==> src/txp_pkg.sv <==
// Purpose: shared types and constants of the transmit command parser
// Assumes: 32-bit host words, one word per write
// Notes:   command layouts are packed structs, msb first
package txp_pkg;

   // ***************************************************
   // command words
   // ***************************************************
   typedef struct packed {
      logic        ioc;        // 31
      logic [4:0]  rsv_hi;     // 30:26
      logic [1:0]  align;      // 25:24
      logic [2:0]  rsv_mid;    // 23:21
      logic [4:0]  offset;     // 20:16
      logic [1:0]  rsv_lo;     // 15:14
      logic        first_segment_bit; // 13
      logic        last;       // 12
      logic        rsv_b11;    // 11
      logic [10:0] size;       // 10:0
   } txp_cmd_a_t;

   typedef struct packed {
      logic [15:0] tag;        // 31:16
      logic [4:0]  rsv;        // 15:11
      logic [10:0] len;        // 10:0
   } txp_cmd_b_t;

   typedef struct packed {
      logic [31:0] data;
      logic [3:0]  be;
   } txp_word_t;

   typedef struct packed {
      logic [15:0] tag;
      logic        err;
   } txp_stat_t;

   typedef enum logic [1:0] {
      ST_A    = 2'b00,
      ST_B    = 2'b01,
      ST_DATA = 2'b10
   } txp_state_t;

   // ***************************************************
   // end alignment codes
   // ***************************************************
   localparam logic [1:0] ALIGN_4  = 2'h0;
   localparam logic [1:0] ALIGN_16 = 2'h1;
   localparam logic [1:0] ALIGN_32 = 2'h2;

   // ***************************************************
   // register map and fields
   // ***************************************************
   localparam logic [7:0] REG_INT_STS = 8'h00;
   localparam logic [7:0] REG_INT_CLR = 8'h04;
   localparam logic [7:0] REG_INT_EN  = 8'h08;
   localparam logic [7:0] REG_WORDS   = 8'h0c;
   localparam logic [7:0] REG_TAG     = 8'h10;
   localparam int         EV_DONE     = 0;
   localparam int         EV_ERR      = 1;
   localparam int         NUM_EV      = 2;
   localparam logic [1:0] INT_EN_RST  = 2'h0;
   localparam int         OPEN_BIT    = 16;
   localparam int         WIDX_W      = 10;

endpackage : txp_pkg

==> src/txp_parser.sv <==
// Purpose: parse the two-word transmit command ahead of each buffer
// Assumes: host words arrive on in_valid/in_data, one per cycle at most
// Notes:   only payload-bearing words reach the data FIFO
//
// Implementation choices: the plain strobed port and the register addresses.
`timescale 1ns/1ps
module txp_parser (
   // clock and reset
   input  wire logic                sys_clk,
   input  wire logic                reset,
   // host words into the transmit data path
   input  wire logic                in_valid,
   input  wire logic [31:0]         in_data,
   // words to the data FIFO
   output logic                     out_valid,
   output txp_pkg::txp_word_t       out_word,
   // packet status
   output logic                     stat_valid,
   output txp_pkg::txp_stat_t       stat,
   // flags
   output logic                     tx_done_flag,
   output logic                     tx_error_flag,
   output logic                     irq,
   // register port
   input  wire logic [7:0]          reg_addr,
   input  wire logic [31:0]         reg_wdata,
   input  wire logic                reg_wr,
   input  wire logic                reg_rd,
   output logic [31:0]              reg_rdata
);
   import txp_pkg::*;

   // ***************************************************
   // state
   // ***************************************************
   txp_state_t          state_ff, nxt_state;
   txp_cmd_a_t          cmda_ff, nxt_cmda;
   txp_cmd_b_t          pktb_ff, nxt_pktb;
   logic [10:0]         sum_ff, nxt_sum;
   logic                open_ff, nxt_open;
   logic [WIDX_W-1:0]   widx_ff, nxt_widx;
   logic                ov_ff, nxt_ov;
   txp_word_t           ow_ff, nxt_ow;
   logic                sv_ff, nxt_sv;
   txp_stat_t           st_ff, nxt_st;
   logic                done_ff, nxt_done;
   logic                err_ff, nxt_err;
   logic [15:0]         cnt_ff, nxt_cnt;
   logic [15:0]         tag_ff, nxt_tag;
   logic [31:0]         rd_ff, nxt_rd;
   logic [WIDX_W-1:0]   words;
   logic                buf_end;
   logic [NUM_EV-1:0]   sts, en;

   txp_span u_span (
      .offset (cmda_ff.offset),
      .size   (cmda_ff.size),
      .align  (cmda_ff.align),
      .words  (words)
   );

   // byte lanes of word widx that fall inside [offset, offset+size)
   function automatic logic [3:0] lanes(input logic [WIDX_W-1:0] widx,
                                        input logic [4:0] off,
                                        input logic [10:0] size);
      logic [11:0] b;
      logic [11:0] lim;
      lanes = 4'h0;
      lim   = 12'({7'h0, off} + {1'b0, size});
      for (int l = 0; l < 4; l++) begin
         b = 12'({widx, 2'b00} + 12'(l));
         lanes[l] = (b >= {7'h0, off}) && (b < lim);
      end
   endfunction : lanes

   // ***************************************************
   // command and data parsing
   // ***************************************************
   always_comb begin
      nxt_state = state_ff;
      nxt_cmda  = cmda_ff;
      nxt_pktb  = pktb_ff;
      nxt_sum   = sum_ff;
      nxt_open  = open_ff;
      nxt_widx  = widx_ff;
      nxt_ov    = 1'b0;
      nxt_ow    = ow_ff;
      nxt_sv    = 1'b0;
      nxt_st    = st_ff;
      nxt_done  = 1'b0;
      nxt_err   = 1'b0;
      nxt_cnt   = cnt_ff;
      nxt_tag   = tag_ff;
      buf_end   = 1'b0;
      case (state_ff)
         ST_A: begin
            if (in_valid) begin
               nxt_cmda  = txp_cmd_a_t'(in_data);
               nxt_state = ST_B;
            end
         end
         ST_B: begin
            if (in_valid) begin
               nxt_widx = '0;
               if (cmda_ff.first_segment_bit) begin
                  // a packet left open is broken by a new first buffer
                  if (open_ff) nxt_err = 1'b1;
                  nxt_pktb = txp_cmd_b_t'(in_data);
                  nxt_sum  = cmda_ff.size;
                  nxt_open = 1'b1;
               end else begin
                  if (!open_ff || in_data != 32'(pktb_ff)) begin
                     nxt_err = 1'b1;
                  end
                  nxt_sum = 11'(sum_ff + cmda_ff.size);
               end
               if (words == '0) begin
                  buf_end   = 1'b1;
                  nxt_state = ST_A;
               end else begin
                  nxt_state = ST_DATA;
               end
            end
         end
         ST_DATA: begin
            if (in_valid) begin
               nxt_ow.data = in_data;
               nxt_ow.be   = lanes(widx_ff, cmda_ff.offset, cmda_ff.size);
               // offset and pad words carry no lane and are dropped
               nxt_ov = |nxt_ow.be;
               if (nxt_ov) nxt_cnt = 16'(cnt_ff + 16'h0001);
               nxt_widx = WIDX_W'(widx_ff + 1'b1);
               if (widx_ff == WIDX_W'(words - 1'b1)) begin
                  buf_end   = 1'b1;
                  nxt_state = ST_A;
               end
            end
         end
         default: nxt_state = ST_A;
      endcase
      if (buf_end) begin
         nxt_done = cmda_ff.ioc;
         if (cmda_ff.last) begin
            if (nxt_sum != nxt_pktb.len) nxt_err = 1'b1;
            nxt_sv     = 1'b1;
            nxt_st.tag = nxt_pktb.tag;
            nxt_st.err = nxt_err;
            nxt_tag    = nxt_pktb.tag;
            nxt_open   = 1'b0;
         end
      end
   end

   always_ff @(posedge sys_clk or posedge reset) begin
      if (reset) begin
         state_ff <= ST_A;
         cmda_ff  <= '0;
         pktb_ff  <= '0;
         sum_ff   <= '0;
         open_ff  <= 1'b0;
         widx_ff  <= '0;
         ov_ff    <= 1'b0;
         ow_ff    <= '0;
         sv_ff    <= 1'b0;
         st_ff    <= '0;
         done_ff  <= 1'b0;
         err_ff   <= 1'b0;
         cnt_ff   <= '0;
         tag_ff   <= '0;
      end else begin
         state_ff <= nxt_state;
         cmda_ff  <= nxt_cmda;
         pktb_ff  <= nxt_pktb;
         sum_ff   <= nxt_sum;
         open_ff  <= nxt_open;
         widx_ff  <= nxt_widx;
         ov_ff    <= nxt_ov;
         ow_ff    <= nxt_ow;
         sv_ff    <= nxt_sv;
         st_ff    <= nxt_st;
         done_ff  <= nxt_done;
         err_ff   <= nxt_err;
         cnt_ff   <= nxt_cnt;
         tag_ff   <= nxt_tag;
      end
   end

   assign out_valid     = ov_ff;
   assign out_word      = ow_ff;
   assign stat_valid    = sv_ff;
   assign stat          = st_ff;
   assign tx_done_flag  = done_ff;
   assign tx_error_flag = err_ff;

   // ***************************************************
   // registers and interrupt
   // ***************************************************
   txp_irq #(.N(NUM_EV)) u_irq (
      .sys_clk (sys_clk),
      .reset   (reset),
      .ev      ({err_ff, done_ff}),
      .clr_wr  (reg_wr && reg_addr == REG_INT_CLR),
      .en_wr   (reg_wr && reg_addr == REG_INT_EN),
      .wdata   (reg_wdata[NUM_EV-1:0]),
      .sts     (sts),
      .en      (en),
      .irq     (irq)
   );

   always_comb begin
      nxt_rd = 32'h0;
      if (reg_rd) begin
         if (reg_addr == REG_INT_STS) nxt_rd = 32'(sts);
         else if (reg_addr == REG_INT_EN) nxt_rd = 32'(en);
         else if (reg_addr == REG_WORDS) nxt_rd = 32'(cnt_ff);
         else if (reg_addr == REG_TAG) nxt_rd = {15'h0, open_ff, tag_ff};
      end
   end

   always_ff @(posedge sys_clk or posedge reset) begin
      if (reset) rd_ff <= 32'h0;
      else rd_ff <= nxt_rd;
   end

   assign reg_rdata = rd_ff;
endmodule : txp_parser

==> src/txp_span.sv <==
// Purpose: number of words the host writes for one buffer
// Assumes: fields taken from a latched command A
// Notes:   purely combinational
`timescale 1ns/1ps
module txp_span (
   // command fields
   input  wire logic [4:0]              offset,
   input  wire logic [10:0]             size,
   input  wire logic [1:0]              align,
   // result
   output logic [txp_pkg::WIDX_W-1:0]   words
);
   import txp_pkg::*;

   logic [11:0] raw;

   always_comb begin
      raw = (12'({7'h0, offset} + {1'b0, size} + 12'h003)) >> 2;
      // code 11 is unsupported; it falls back to 4-byte handling
      case (align)
         ALIGN_16: words = WIDX_W'(((raw + 12'h003) >> 2) << 2);
         ALIGN_32: words = WIDX_W'(((raw + 12'h007) >> 3) << 3);
         default:  words = WIDX_W'(raw);
      endcase
   end

endmodule : txp_span

==> src/txp_irq.sv <==
// Purpose: sticky event status, enable mask and level interrupt
// Assumes: events are one-cycle pulses on sys_clk
// Notes:   a set in the clearing cycle wins over the clear
`timescale 1ns/1ps
module txp_irq #(
   parameter int N = 2
) (
   // clock and reset
   input  wire logic          sys_clk,
   input  wire logic          reset,
   // events and software access
   input  wire logic [N-1:0]  ev,
   input  wire logic          clr_wr,
   input  wire logic          en_wr,
   input  wire logic [N-1:0]  wdata,
   // state
   output logic [N-1:0]       sts,
   output logic [N-1:0]       en,
   output logic               irq
);
   import txp_pkg::*;

   logic [N-1:0] sts_ff, nxt_sts, en_ff, nxt_en;
   logic         irq_ff, nxt_irq;

   always_comb begin
      nxt_sts = (sts_ff & ~(clr_wr ? wdata : '0)) | ev;
      nxt_en  = en_wr ? wdata : en_ff;
      nxt_irq = |(nxt_sts & nxt_en);
   end

   always_ff @(posedge sys_clk or posedge reset) begin
      if (reset) begin
         sts_ff <= '0;
         en_ff  <= N'(INT_EN_RST);
         irq_ff <= 1'b0;
      end else begin
         sts_ff <= nxt_sts;
         en_ff  <= nxt_en;
         irq_ff <= nxt_irq;
      end
   end

   assign sts = sts_ff;
   assign en  = en_ff;
   assign irq = irq_ff;

endmodule : txp_irq

==> config.mk <==
export PLATFORM = sky130hd
export DESIGN_NAME = txp_parser
export DESIGN_NICKNAME = d
export VERILOG_FILES = /design/src/txp_pkg.sv /design/src/txp_parser.sv /design/src/txp_span.sv /design/src/txp_irq.sv
export SDC_FILE = /design/constraint.sdc
export NUM_CORES = 1
export LEC_CHECK = 0
export ABC_AREA = 1
export BUFFER_PORTS_ARGS = -buffer_cell sky130_fd_sc_hd__buf_2
export CORE_AREA = 2 2 136 138
export CTS_CLUSTER_DIAMETER = 40
export DETAILED_ROUTE_END_ITERATION = 10
export DIE_AREA = 0 0 138 140
export GPL_TIMING_DRIVEN = 0
export PLACE_DENSITY = 0.8
export SYNTH_ARGS = -nofsm -noshare
export SYNTH_HDL_FRONTEND = slang
export SYNTH_SLANG_ARGS = --single-unit
==> constraint.sdc <==
create_clock -name sys_clk -period 6.9 [get_ports sys_clk]
set_clock_uncertainty 0.05 [all_clocks]
set_input_delay 0.345 -clock sys_clk [delete_from_list [all_inputs] [get_ports sys_clk]]
set_output_delay 0.345 -clock sys_clk [all_outputs]
set_load 0.05 [all_outputs]
==> impl_metrics.yaml, run 1 <==
logic_synthesis:
  synth_area_leaders: "dfrtp_1 43%, nand2_1 14%, inv_1 6.1%, o21ai_0 5.9%, ha_1 4.7%"
  syn_avg_cell_area_um2: 7.688
  async_reset_ff_share_pct: 100.0
  yosysTopAreaCellShare_pct: 42.94
  seq_area_frac_synth_pct: 42.94
  synth_top_area_cell: "dfrtp_1"
  syn_area_mm2: 0.01002
  syn_inst: 1304
  synth-edff-count: 0
  synth_flop_cell: "dfrtp_1"
  synth_cell_type_count: 49
  yosysWarnings: 0
  ys_seq_elements: 172
cells_and_area:
  area_growth_pct: 15.44
  fin_util_pct: 65.09
  fillers: 1507
  final_cell_mix: "382 x nand2_1, 172 x dfrtp_1, 161 x inv_1"
  fin_cells: 1704
  final_net_count: 1577
  drive_gt1_share_pct: 14.53
  layout_commonest_cell: "nand2_1"
placement:
  dpl.cell_count: 1669
  post-place-ws_ps: 2441
  io_buffers: 121
  hpwl_um: 20880
  gp_congestion: 0.9153
global_routing:
  grt_max_degree: 130
  gr-total-overflow: 0
  grt_antenna_before_repair: 3
  grt_usage_pct: 28.59
  grt_pass1_wl_um: 44100
  grt_pass1_vias: 8729
power:
  p_sw_share_pct: 52.31
  intPower_w: 0.002870
  p_seq_share_pct: 27.7
  p_sw_w: 0.003148
  clkPwrFrac_pct: 15.1
  pwr-share-comb_pct: 57.1
  ir_worst_vdd_v: 0.0003700
  total_power_w: 0.006018
  power_density_mw_per_mm2: 520.1
  p_leak_nw: 6.199
drt:
  drt_iter0_drc: 846
  drt_first_pass_iters: 5
  wirelength_um: 27630
  num_vias: 9367
  vias_per_cell: 5.497
  wl_per_cell_um: 16.21
  drt.antenna.violating_nets: 0
  drc_errors: 0
clock_network:
  cts-root-buf: "clkbuf_16"
  insertion_delay_ps: 440
  cts-buffers-inserted: 17
  h-tree-depth: 4
  clockBufferDepth: 2
  cts.repair.resized: 0
  clk_pin_slew_ps: 70
  cts_tree: "done"
  post_cts_buffers: 0
  cts.sinks: 172
timing:
  layout_setup_ws_ps: 2375
  finalCritPeriodShare_pct: 65.57
  slew_viol_final: 0
  rsz0062_at_grt: "no"
  fin_setup_tns_ps: 0
  fin_crit_ps: 4525
  setup-violations-final: 0
  finalHoldViolations: 0
  tightest_slew_ps: 1227
  fmax_mhz: 221.0
  slew_headroom_pct: 17.46
setup_path:
  arrival_ps: 4790
  worstPathRequired_ps: 7170
  cp-start-kind: "flop"
  worst_setup_path_end_kind: "flop"
  crit_path_max_fanout: 7
  path_class: "flop to flop"
  reg2regPathDepth: 22
floorplanning:
  rows: 49
  start_util_pct: 56.38
  core_area_mm2: 0.01778
  die_h_um: 140
  fp.dieW_um: 138
  dieArea_mm2: 0.01932
  io_pins: 167
hold_path:
  hold_depth: 3
  hold_path.class: "input port to flop"
status:
  status: "completed"
run:
  cap_violations: 0
[metal layers]
layer / vias to the layer above / GRT usage (%) / routed length [um]
li1: 4545 / - / -
met4: 0 / 11.22 / 867
met1: 4384 / 38.55 / 11990
met5: - / 0 / 0
met2: 380 / 46.14 / 12880
met3: 58 / 5.368 / 1890
[power by group through the flow]
stage / clock [W] / sequential, W / combinational (W)
global placement: 0 / 0.00166 / 0.00329
CTS: 0.000913 / 0.00166 / 0.00340
global route: 0.000954 / 0.00170 / 0.00383
floorplan: 0 / 0.00207 / 0.00217
detailed placement: 0 / 0.00167 / 0.00338
finish: 0.000910 / 0.00167 / 0.00344
[worst max-delay path, stage by stage, from the launching register on]
cell and delay, ps:
dfrtp_1 430, ha_1 230, inv_1 70, fa_1 410
inv_1 110, nand2_1 110, nand3_2 100, nand2_1 70
xnor2_1 230, inv_1 90, ha_1 280, nand2_1 60
inv_1 50, nand3_1 80, nor4_1 410, inv_1 160
o311ai_0 480, nand3_1 180, nand2_1 280, nor3_1 140
nand3_1 160, nor3b_1 80, xor2_1 140
[what timing repair did]
| item | in CTS | in global routing |
|---|---|---|
| endpoints found under the hold margin | 43 | 0 |
| hold buffers | 1 | 0 |
| endpoints found under the setup margin | 0 | 0 |
[final timing paths]
check	from	endpoint	slack, ps
setup reg to reg	cmda_ff[0]	cnt_ff[15]	2380
setup / recovery	cmda_ff[0]	cnt_ff[15]	2380
hold reg to reg	out_word[27]	out_word[27]	430
hold / removal	in_data[23]	out_word[27]	100
min in group asynchronous	reset	reg_rdata[1]	380
max in group asynchronous	reset	cmda_ff[9]	5500
[area by class of cell]
class | count | area (um2) | area share, %
clock inverter | 15 | 127.6 | 1.103
multi-input combinational | 926 | 4873 | 42.11
antenna | 2 | 5.005 | 0.04325
buffer | 47 | 250.2 | 2.162
clock buffer | 17 | 425.4 | 3.676
timing repair buffer | 123 | 643.1 | 5.557
sequential | 172 | 4304 | 37.19
tap | 229 | 286.5 | 2.476
inverter | 173 | 656.9 | 5.676
[state kept, by name (all words and copies together) (netlist names), 2 cells and up]
signal     count
cmda_ff       21
cnt_ff        16
out_word      36
pktb_ff       32
reg_rdata     17
state_ff       2
sum_ff        11
tag_ff        16
u_irq.en       2
u_irq.sts      2
widx_ff       10
[synthesized netlist by cell type, drive strengths merged (2+ instances only)]
cell type,n
ha,38
inv,168
dfrtp,172
a2111oi,2
nor2,63
a31oi,2
o22ai,9
nor4,11
fa,2
a22oi,10
o211ai,2
clkbuf,27
a21oi,41
nand2,395
nand3b,4
o21a,2
a211oi,4
buf,20
xor2,42
o2111ai,7
nor3,18
o21ai,122
nand3,89
xnor2,6
nand4,32
clkinv,5
[per-stage QoR]
stage | instance area (um2) | hold slack, ps
6_report | 11570 | 103.7
5_1_grt | 11570 | 113.6
4_1_cts | 11570 | 101.7
3_5_place_dp | 11000 | 302.2
3_3_place_gp | 10970 | 410.8
2_1_floorplan | 10080 | 392.0
[logic make-up (layout without fill, tap and decap cells)]
family | count (synthesis) | in the layout | share of synthesized area (%)
other cells | 1 | 17 | 0.03741
buf+inv | 220 | 375 | 8.974
compound gates | 208 | 208 | 11.57
flops | 172 | 172 | 42.94
simple gates | 615 | 615 | 27.07
fa+ha+maj | 40 | 40 | 5.142
xor+xnor | 48 | 48 | 4.269
Note: power is estimated with default switching activity, not from simulation.
==> inputs of run 2 (changes only) <==
==> constraint.sdc (replaced) <==
create_clock -name sys_clk -period 4.5 [get_ports sys_clk]
set_clock_uncertainty 0.05 [all_clocks]
set_input_delay 0.225 -clock sys_clk [delete_from_list [all_inputs] [get_ports sys_clk]]
set_output_delay 0.225 -clock sys_clk [all_outputs]
set_load 0.05 [all_outputs]
==> run 2 against run 1 <==
- setup slack worse by 2000 ps
- die area did not move
- total power rose by 57%
- first-iteration DRC count fell by 2.8%
- global-route usage increased by 0.36 points
- flip-flop and latch count did not move
- utilization grew 1.3 points
- non-clock buffer count increased by 8
- combinational power up 55%
- clock power increased by 73%
- critical path type unchanged
- critical endpoint unchanged
==> impl_metrics.yaml, run 2 (synthesis gave the netlist of run 1 again) <==
run:
  cap_violations: 0
cells_and_area:
  largest_reg_flops: 36
  final_net_count: 1585
  area_growth_pct: 17.72
  layout_commonest_cell: "nand2_1"
  fillers: 1506
  drive_gt1_share_pct: 15.12
  fin_util_pct: 66.38
  final_cell_area_mm2: 0.01180
  final_cell_mix: "381 x nand2_1, 172 x dfrtp_1, 161 x inv_1"
floorplanning:
  die_h_um: 140
  dieArea_mm2: 0.01932
  rows: 49
  core_area_mm2: 0.01778
  start_util_pct: 56.38
  io_pins: 167
  fp.dieW_um: 138
setup_path:
  cp-start-kind: "flop"
  path_class: "flop to flop"
  arrival_ps: 4440
  crit_path_max_fanout: 7
  worst_setup_path_end_kind: "flop"
  worstPathRequired_ps: 4820
drt:
  vias_per_cell: 5.550
  drt_iter0_drc: 822
  wirelength_um: 28120
  drt.antenna.violating_nets: 0
  num_vias: 9496
  drt_first_pass_iters: 6
  wl_per_cell_um: 16.43
  drc_errors: 0
clock_network:
  cts-root-buf: "clkbuf_16"
  cts-buffers-inserted: 17
  cts.sinks: 172
  cts_tree: "done"
  clockBufferDepth: 2
  clk_pin_slew_ps: 70
  insertion_delay_ps: 440
  h-tree-depth: 4
  post_cts_buffers: 0
hold_path:
  hold_path.class: "input port to flop"
timing:
  fin_crit_ps: 4118
  fin_setup_tns_ps: 0
  fmax_mhz: 242.8
  setup-violations-final: 0
  finalCritPeriodShare_pct: 91.52
  layout_setup_ws_ps: 381.7
  finalHoldViolations: 0
  slew_headroom_pct: 20.33
  slew_viol_final: 0
  rsz0062_at_grt: "no"
  tightest_slew_ps: 1184
global_routing:
  grt_pass1_vias: 8932
  grt_pass1_wl_um: 44860
  grt_max_degree: 36
  grt_usage_pct: 28.96
  grt_antenna_before_repair: 1
  gr-total-overflow: 0
placement:
  io_buffers: 121
  post-place-ws_ps: 153.2
  placed_cell_area_mm2: 0.01108
  gp_congestion: 0.9510
  hpwl_um: 21280
power:
  ir_worst_vdd_v: 0.0005886
  p_leak_nw: 6.309
  power_density_mw_per_mm2: 802.9
status:
  status: "completed"
## run 2: path summary, 6_finish.rpt
check,start,endpoint,slack (ps),depth (start not counted)
worst max-delay path,cmda_ff[20],cnt_ff[15],380,21
max in group asynchronous,reset,cmda_ff[19],3120,6
min in group asynchronous,reset,reg_rdata[11],310,3
worst min-delay path,in_data[11],out_word[15],9,3
worst max register to register,cmda_ff[20],cnt_ff[15],380,21
worst min register to register,out_word[12],out_word[12],430,2
## run 2: report_power, final
part	switching [W]	internal, W	total (W)
Sequential	0.000496	0.00208	0.00258
Combinational	0.00371	0.00162	0.00532
Clock	0.000677	0.000896	0.00157
## run 2: repair_timing
item                                   CTS  global route
hold buffers                             5             0
setup endpoints to repair                0            15
resized for setup                        0             8
endpoints found under the hold margin   23             0
## run 2: critical path, stage by stage, from the launching register on
cell      delay (ps)
dfrtp_1          460
ha_1             390
a21oi_2          260
inv_2             40
nand2_1           70
nand2_1           80
nand2_1          100
xor2_2           280
inv_1            130
ha_1             310
a21oi_1          140
o221ai_1         220
a21oi_1          240
inv_1             60
nor2_1           120
nor2_1            60
nand3_1          120
nand2_2          150
nor3_4           180
nand3_1          190
nor3b_2          210
xor2_1           160
## run 2: cell type report
class,instances,area [um2],share of cell area [%]
clock buffer,17,425.4,3.605
inverter,173,653.1,5.534
clock inverter,15,203.9,1.728
multi-input combinational,926,4912,41.62
buffer,47,250.2,2.120
timing repair buffer,131,763.2,6.467
sequential,172,4304,36.47
tap,229,286.5,2.428
antenna,1,2.502,0.02120
## run 2: per-stage QoR
step / instances / power [W] / hold WS (ps)
final: 1711 / 0.009475 / 9.156
after global routing: 1711 / 0.01016 / 9.651
after CTS: 1710 / 0.009366 / 1.613
after detailed placement: 1673 / 0.007767 / 225.2
after global placement: 1668 / 0.007604 / 411.2
after floorplan: 1318 / 0.006494 / 284.6
## run 2: per-layer routing
layer | track usage, % | share of wire (%) | routed length [um]
met3 | 4.137 | 7.0 | 1978
met2 | 48.25 | 47 | 13260
met4 | 11.44 | 3.3 | 923
met5 | 0 | 0 | 0
met1 | 38.54 | 43 | 11960
==> inputs of run 3 (changes only) <==
--- a/config.mk
+++ b/config.mk
@@ -11,7 +11,6 @@
 export CTS_CLUSTER_DIAMETER = 40
 export DETAILED_ROUTE_END_ITERATION = 10
 export DIE_AREA = 0 0 138 140
-export GPL_TIMING_DRIVEN = 0
 export PLACE_DENSITY = 0.8
 export SYNTH_ARGS = -nofsm -noshare
 export SYNTH_HDL_FRONTEND = slang
==> run 3 against run 2 <==
- the flow now finishes with violations (hold timing)
- routed wire length fell by 6.4%
- non-clock buffer count is 42 lower
- first-iteration DRC count decreased by 12%
- register-to-register slack worse by 50 ps
- highest routed layer unchanged
==> impl_metrics.yaml, run 3 (synthesis gave the netlist of run 1 again) <==
cells_and_area:
  final_net_count: 1543
  largest_reg_flops: 36
  drive_gt1_share_pct: 14.94
  fin_cells: 1669
  fillers: 1524
  fin_util_pct: 64.80
  multi_input_area_mm2: 0.004930
  final-seq-area_mm2: 0.004304
  layout_commonest_cell: "nand2_1"
  area_growth_pct: 14.93
  final_cell_mix: "380 x nand2_1, 172 x dfrtp_1, 161 x inv_1"
floorplanning:
  core_area_mm2: 0.01778
  dieArea_mm2: 0.01932
  start_util_pct: 56.38
  die_h_um: 140
  io_pins: 167
  fp.dieW_um: 138
  rows: 49
clock_network:
  clk_pin_slew_ps: 80
  cts-buffers-inserted: 17
  cts-root-buf: "clkbuf_16"
  clockBufferDepth: 2
  h-tree-depth: 4
  cts.sinks: 172
  insertion_delay_ps: 430
  cts_tree: "done"
drt:
  num_vias: 9177
  drc_errors: 0
  drt_first_pass_iters: 5
  drt_iter0_drc: 722
  wl_per_cell_um: 15.76
  wirelength_um: 26310
  vias_per_cell: 5.499
  drt.antenna.violating_nets: 0
power:
  p_leak_nw: 6.168
  p_sw_share_pct: 52.16
  clkPwrFrac_pct: 16.1
  p_seq_share_pct: 27.5
  p_sw_w: 0.004844
  power_density_mw_per_mm2: 806.1
  ir_worst_vdd_v: 0.0005298
  pwr-share-comb_pct: 56.5
  intPower_w: 0.004443
setup_path:
  cp_cell_sequence: "ha_1 > a21oi_2 > inv_2 > nand2_1 > nand2_1 > nand2_1 > xor2_2 > inv_1 > ha_1 > a21oi_1 > o221ai_1 > a21oi_1 > inv_1 > nor2_1 > nor2_1 > nand3_1 > nand2_2 > nor3_4 > nand3_1 > nor3b_2 > xor2_1"
  cp-start-kind: "flop"
  cp_common_cell: "nand2_1"
  worstPathRequired_ps: 4810
  r2r-start: "cmda_ff[20]"
  arrival_ps: 4470
  path_class: "flop to flop"
  r2r_slack_ps: 340
  critPathSlowestCell: "dfrtp_1"
  crit_path_max_fanout: 6
  reg2regPathDepth: 21
  critPathMaxStageDelay_ps: 440
  worst_setup_path_end_kind: "flop"
  rr_endpoint: "cnt_ff[15]"
  critPathLaunch: "cmda_ff[20]"
global_routing:
  grt_pass1_wl_um: 43150
  gr-total-overflow: 0
  grt_antenna_before_repair: 1
  grt_usage_pct: 27.46
  grt_max_degree: 173
  grt_pass1_vias: 8716
hold_path:
  hold_path.class: "input port to asynchronous set/reset pin"
timing:
  finalHoldViolations: 4
  finalCritPeriodShare_pct: 92.52
  rsz0062_at_grt: "no"
  setup-violations-final: 0
  tightest_slew_ps: 914.0
  hold_ws_ps: -22.86
  layout_setup_ws_ps: 336.5
  slew_headroom_pct: 39.07
  fin_setup_tns_ps: 0
  fin_crit_ps: 4163
  slew_viol_final: 0
  fmax_mhz: 240.2
run:
  cap_violations: 0
placement:
  io_buffers: 121
  post-place-ws_ps: 130.6
  dpl.cell_count: 1633
  hpwl_um: 19250
  gp_congestion: 0.9313
status:
  failed_checks: "hold timing"
  status: "finished, violations left"
==> run 3: cell count changes in the layout (fill, tap and decap cells not counted), moves of 2 or more <==
cell           change
nor4_2             +2
clkinv_8           +3
clkbuf_1          -27
dlygate4sd3_1      -2
bufinv_16          -3
inv_6              +3
buf_12             -3
buf_2              -2
nor4_1             -2
inv_12             +2
buf_4              -6
clkinvlp_4         -2
==> run 3: cell type report <==
type	instances	area share (%)
timing repair buffer	136	6.407
antenna	1	0.02172
tap	229	2.487
multi-input combinational	926	42.79
inverter	173	5.669
clock inverter	15	1.575
clock buffer	17	3.692
sequential	172	37.36
==> run 3: repair_timing <==
action                                  CTS  global route
resized for setup                         0             9
endpoints found under the setup margin    0            15
setup buffers                             0             0
hold endpoints to repair                  3             0
hold buffers                              3             0
==> run 3: stage by stage <==
step           hold slack [ps]  instance area (um2)  power (W)
2_1_floorplan            284.6                10080   0.006494
3_3_place_gp             408.2                10840   0.007562
3_5_place_dp             409.7                10840   0.007682
4_1_cts                 0.9668                11470   0.009223
5_1_grt                  22.28                11520    0.01004
6_report                -22.86                11520   0.009287
==> run 3: how the worst max path moves through the flow <==
stage                  to  slack, ps  cells after the start
2_1_floorplan  cnt_ff[15]        900                     22
3_3_place_gp   cnt_ff[15]        290                     22
3_5_place_dp   cnt_ff[15]        130                     22
4_1_cts        cnt_ff[15]         40                     22
5_1_grt        cnt_ff[15]         20                     24
6_report       cnt_ff[15]        340                     21
==> run 3: routing by layer <==
layer | global-route usage, % | wire (um) | vias to the layer above | part of all wire, %
met4 | 8.861 | 712 | 0 | 2.7
li1 | - | - | 4485 | -
met5 | 0 | 0 | - | 0
met3 | 3.350 | 1493 | 42 | 5.7
met2 | 45.88 | 12710 | 316 | 48
met1 | 37.65 | 11390 | 4334 | 43
==> run 3: worst max-delay path: cells and delay by family, from the launching register on <==
kind / cells / cell delay, ps
XOR/XNOR: 2 / 440
flip-flops: 1 / 440
AO/OA/AOI/OAI: 4 / 880
adder cells (fa/ha/maj): 2 / 700
AND/OR/NAND/NOR: 10 / 1360
buffers and inverters: 3 / 230
==> run 3: power groups by stage <==
stage          clock network, W  logic, W  registers, W
2_1_floorplan                 0   0.00332       0.00317
3_3_place_gp                  0   0.00503       0.00253
3_5_place_dp                  0   0.00513       0.00255
4_1_cts                 0.00151   0.00518       0.00253
5_1_grt                 0.00157   0.00585       0.00262
6_report                0.00149   0.00524       0.00255
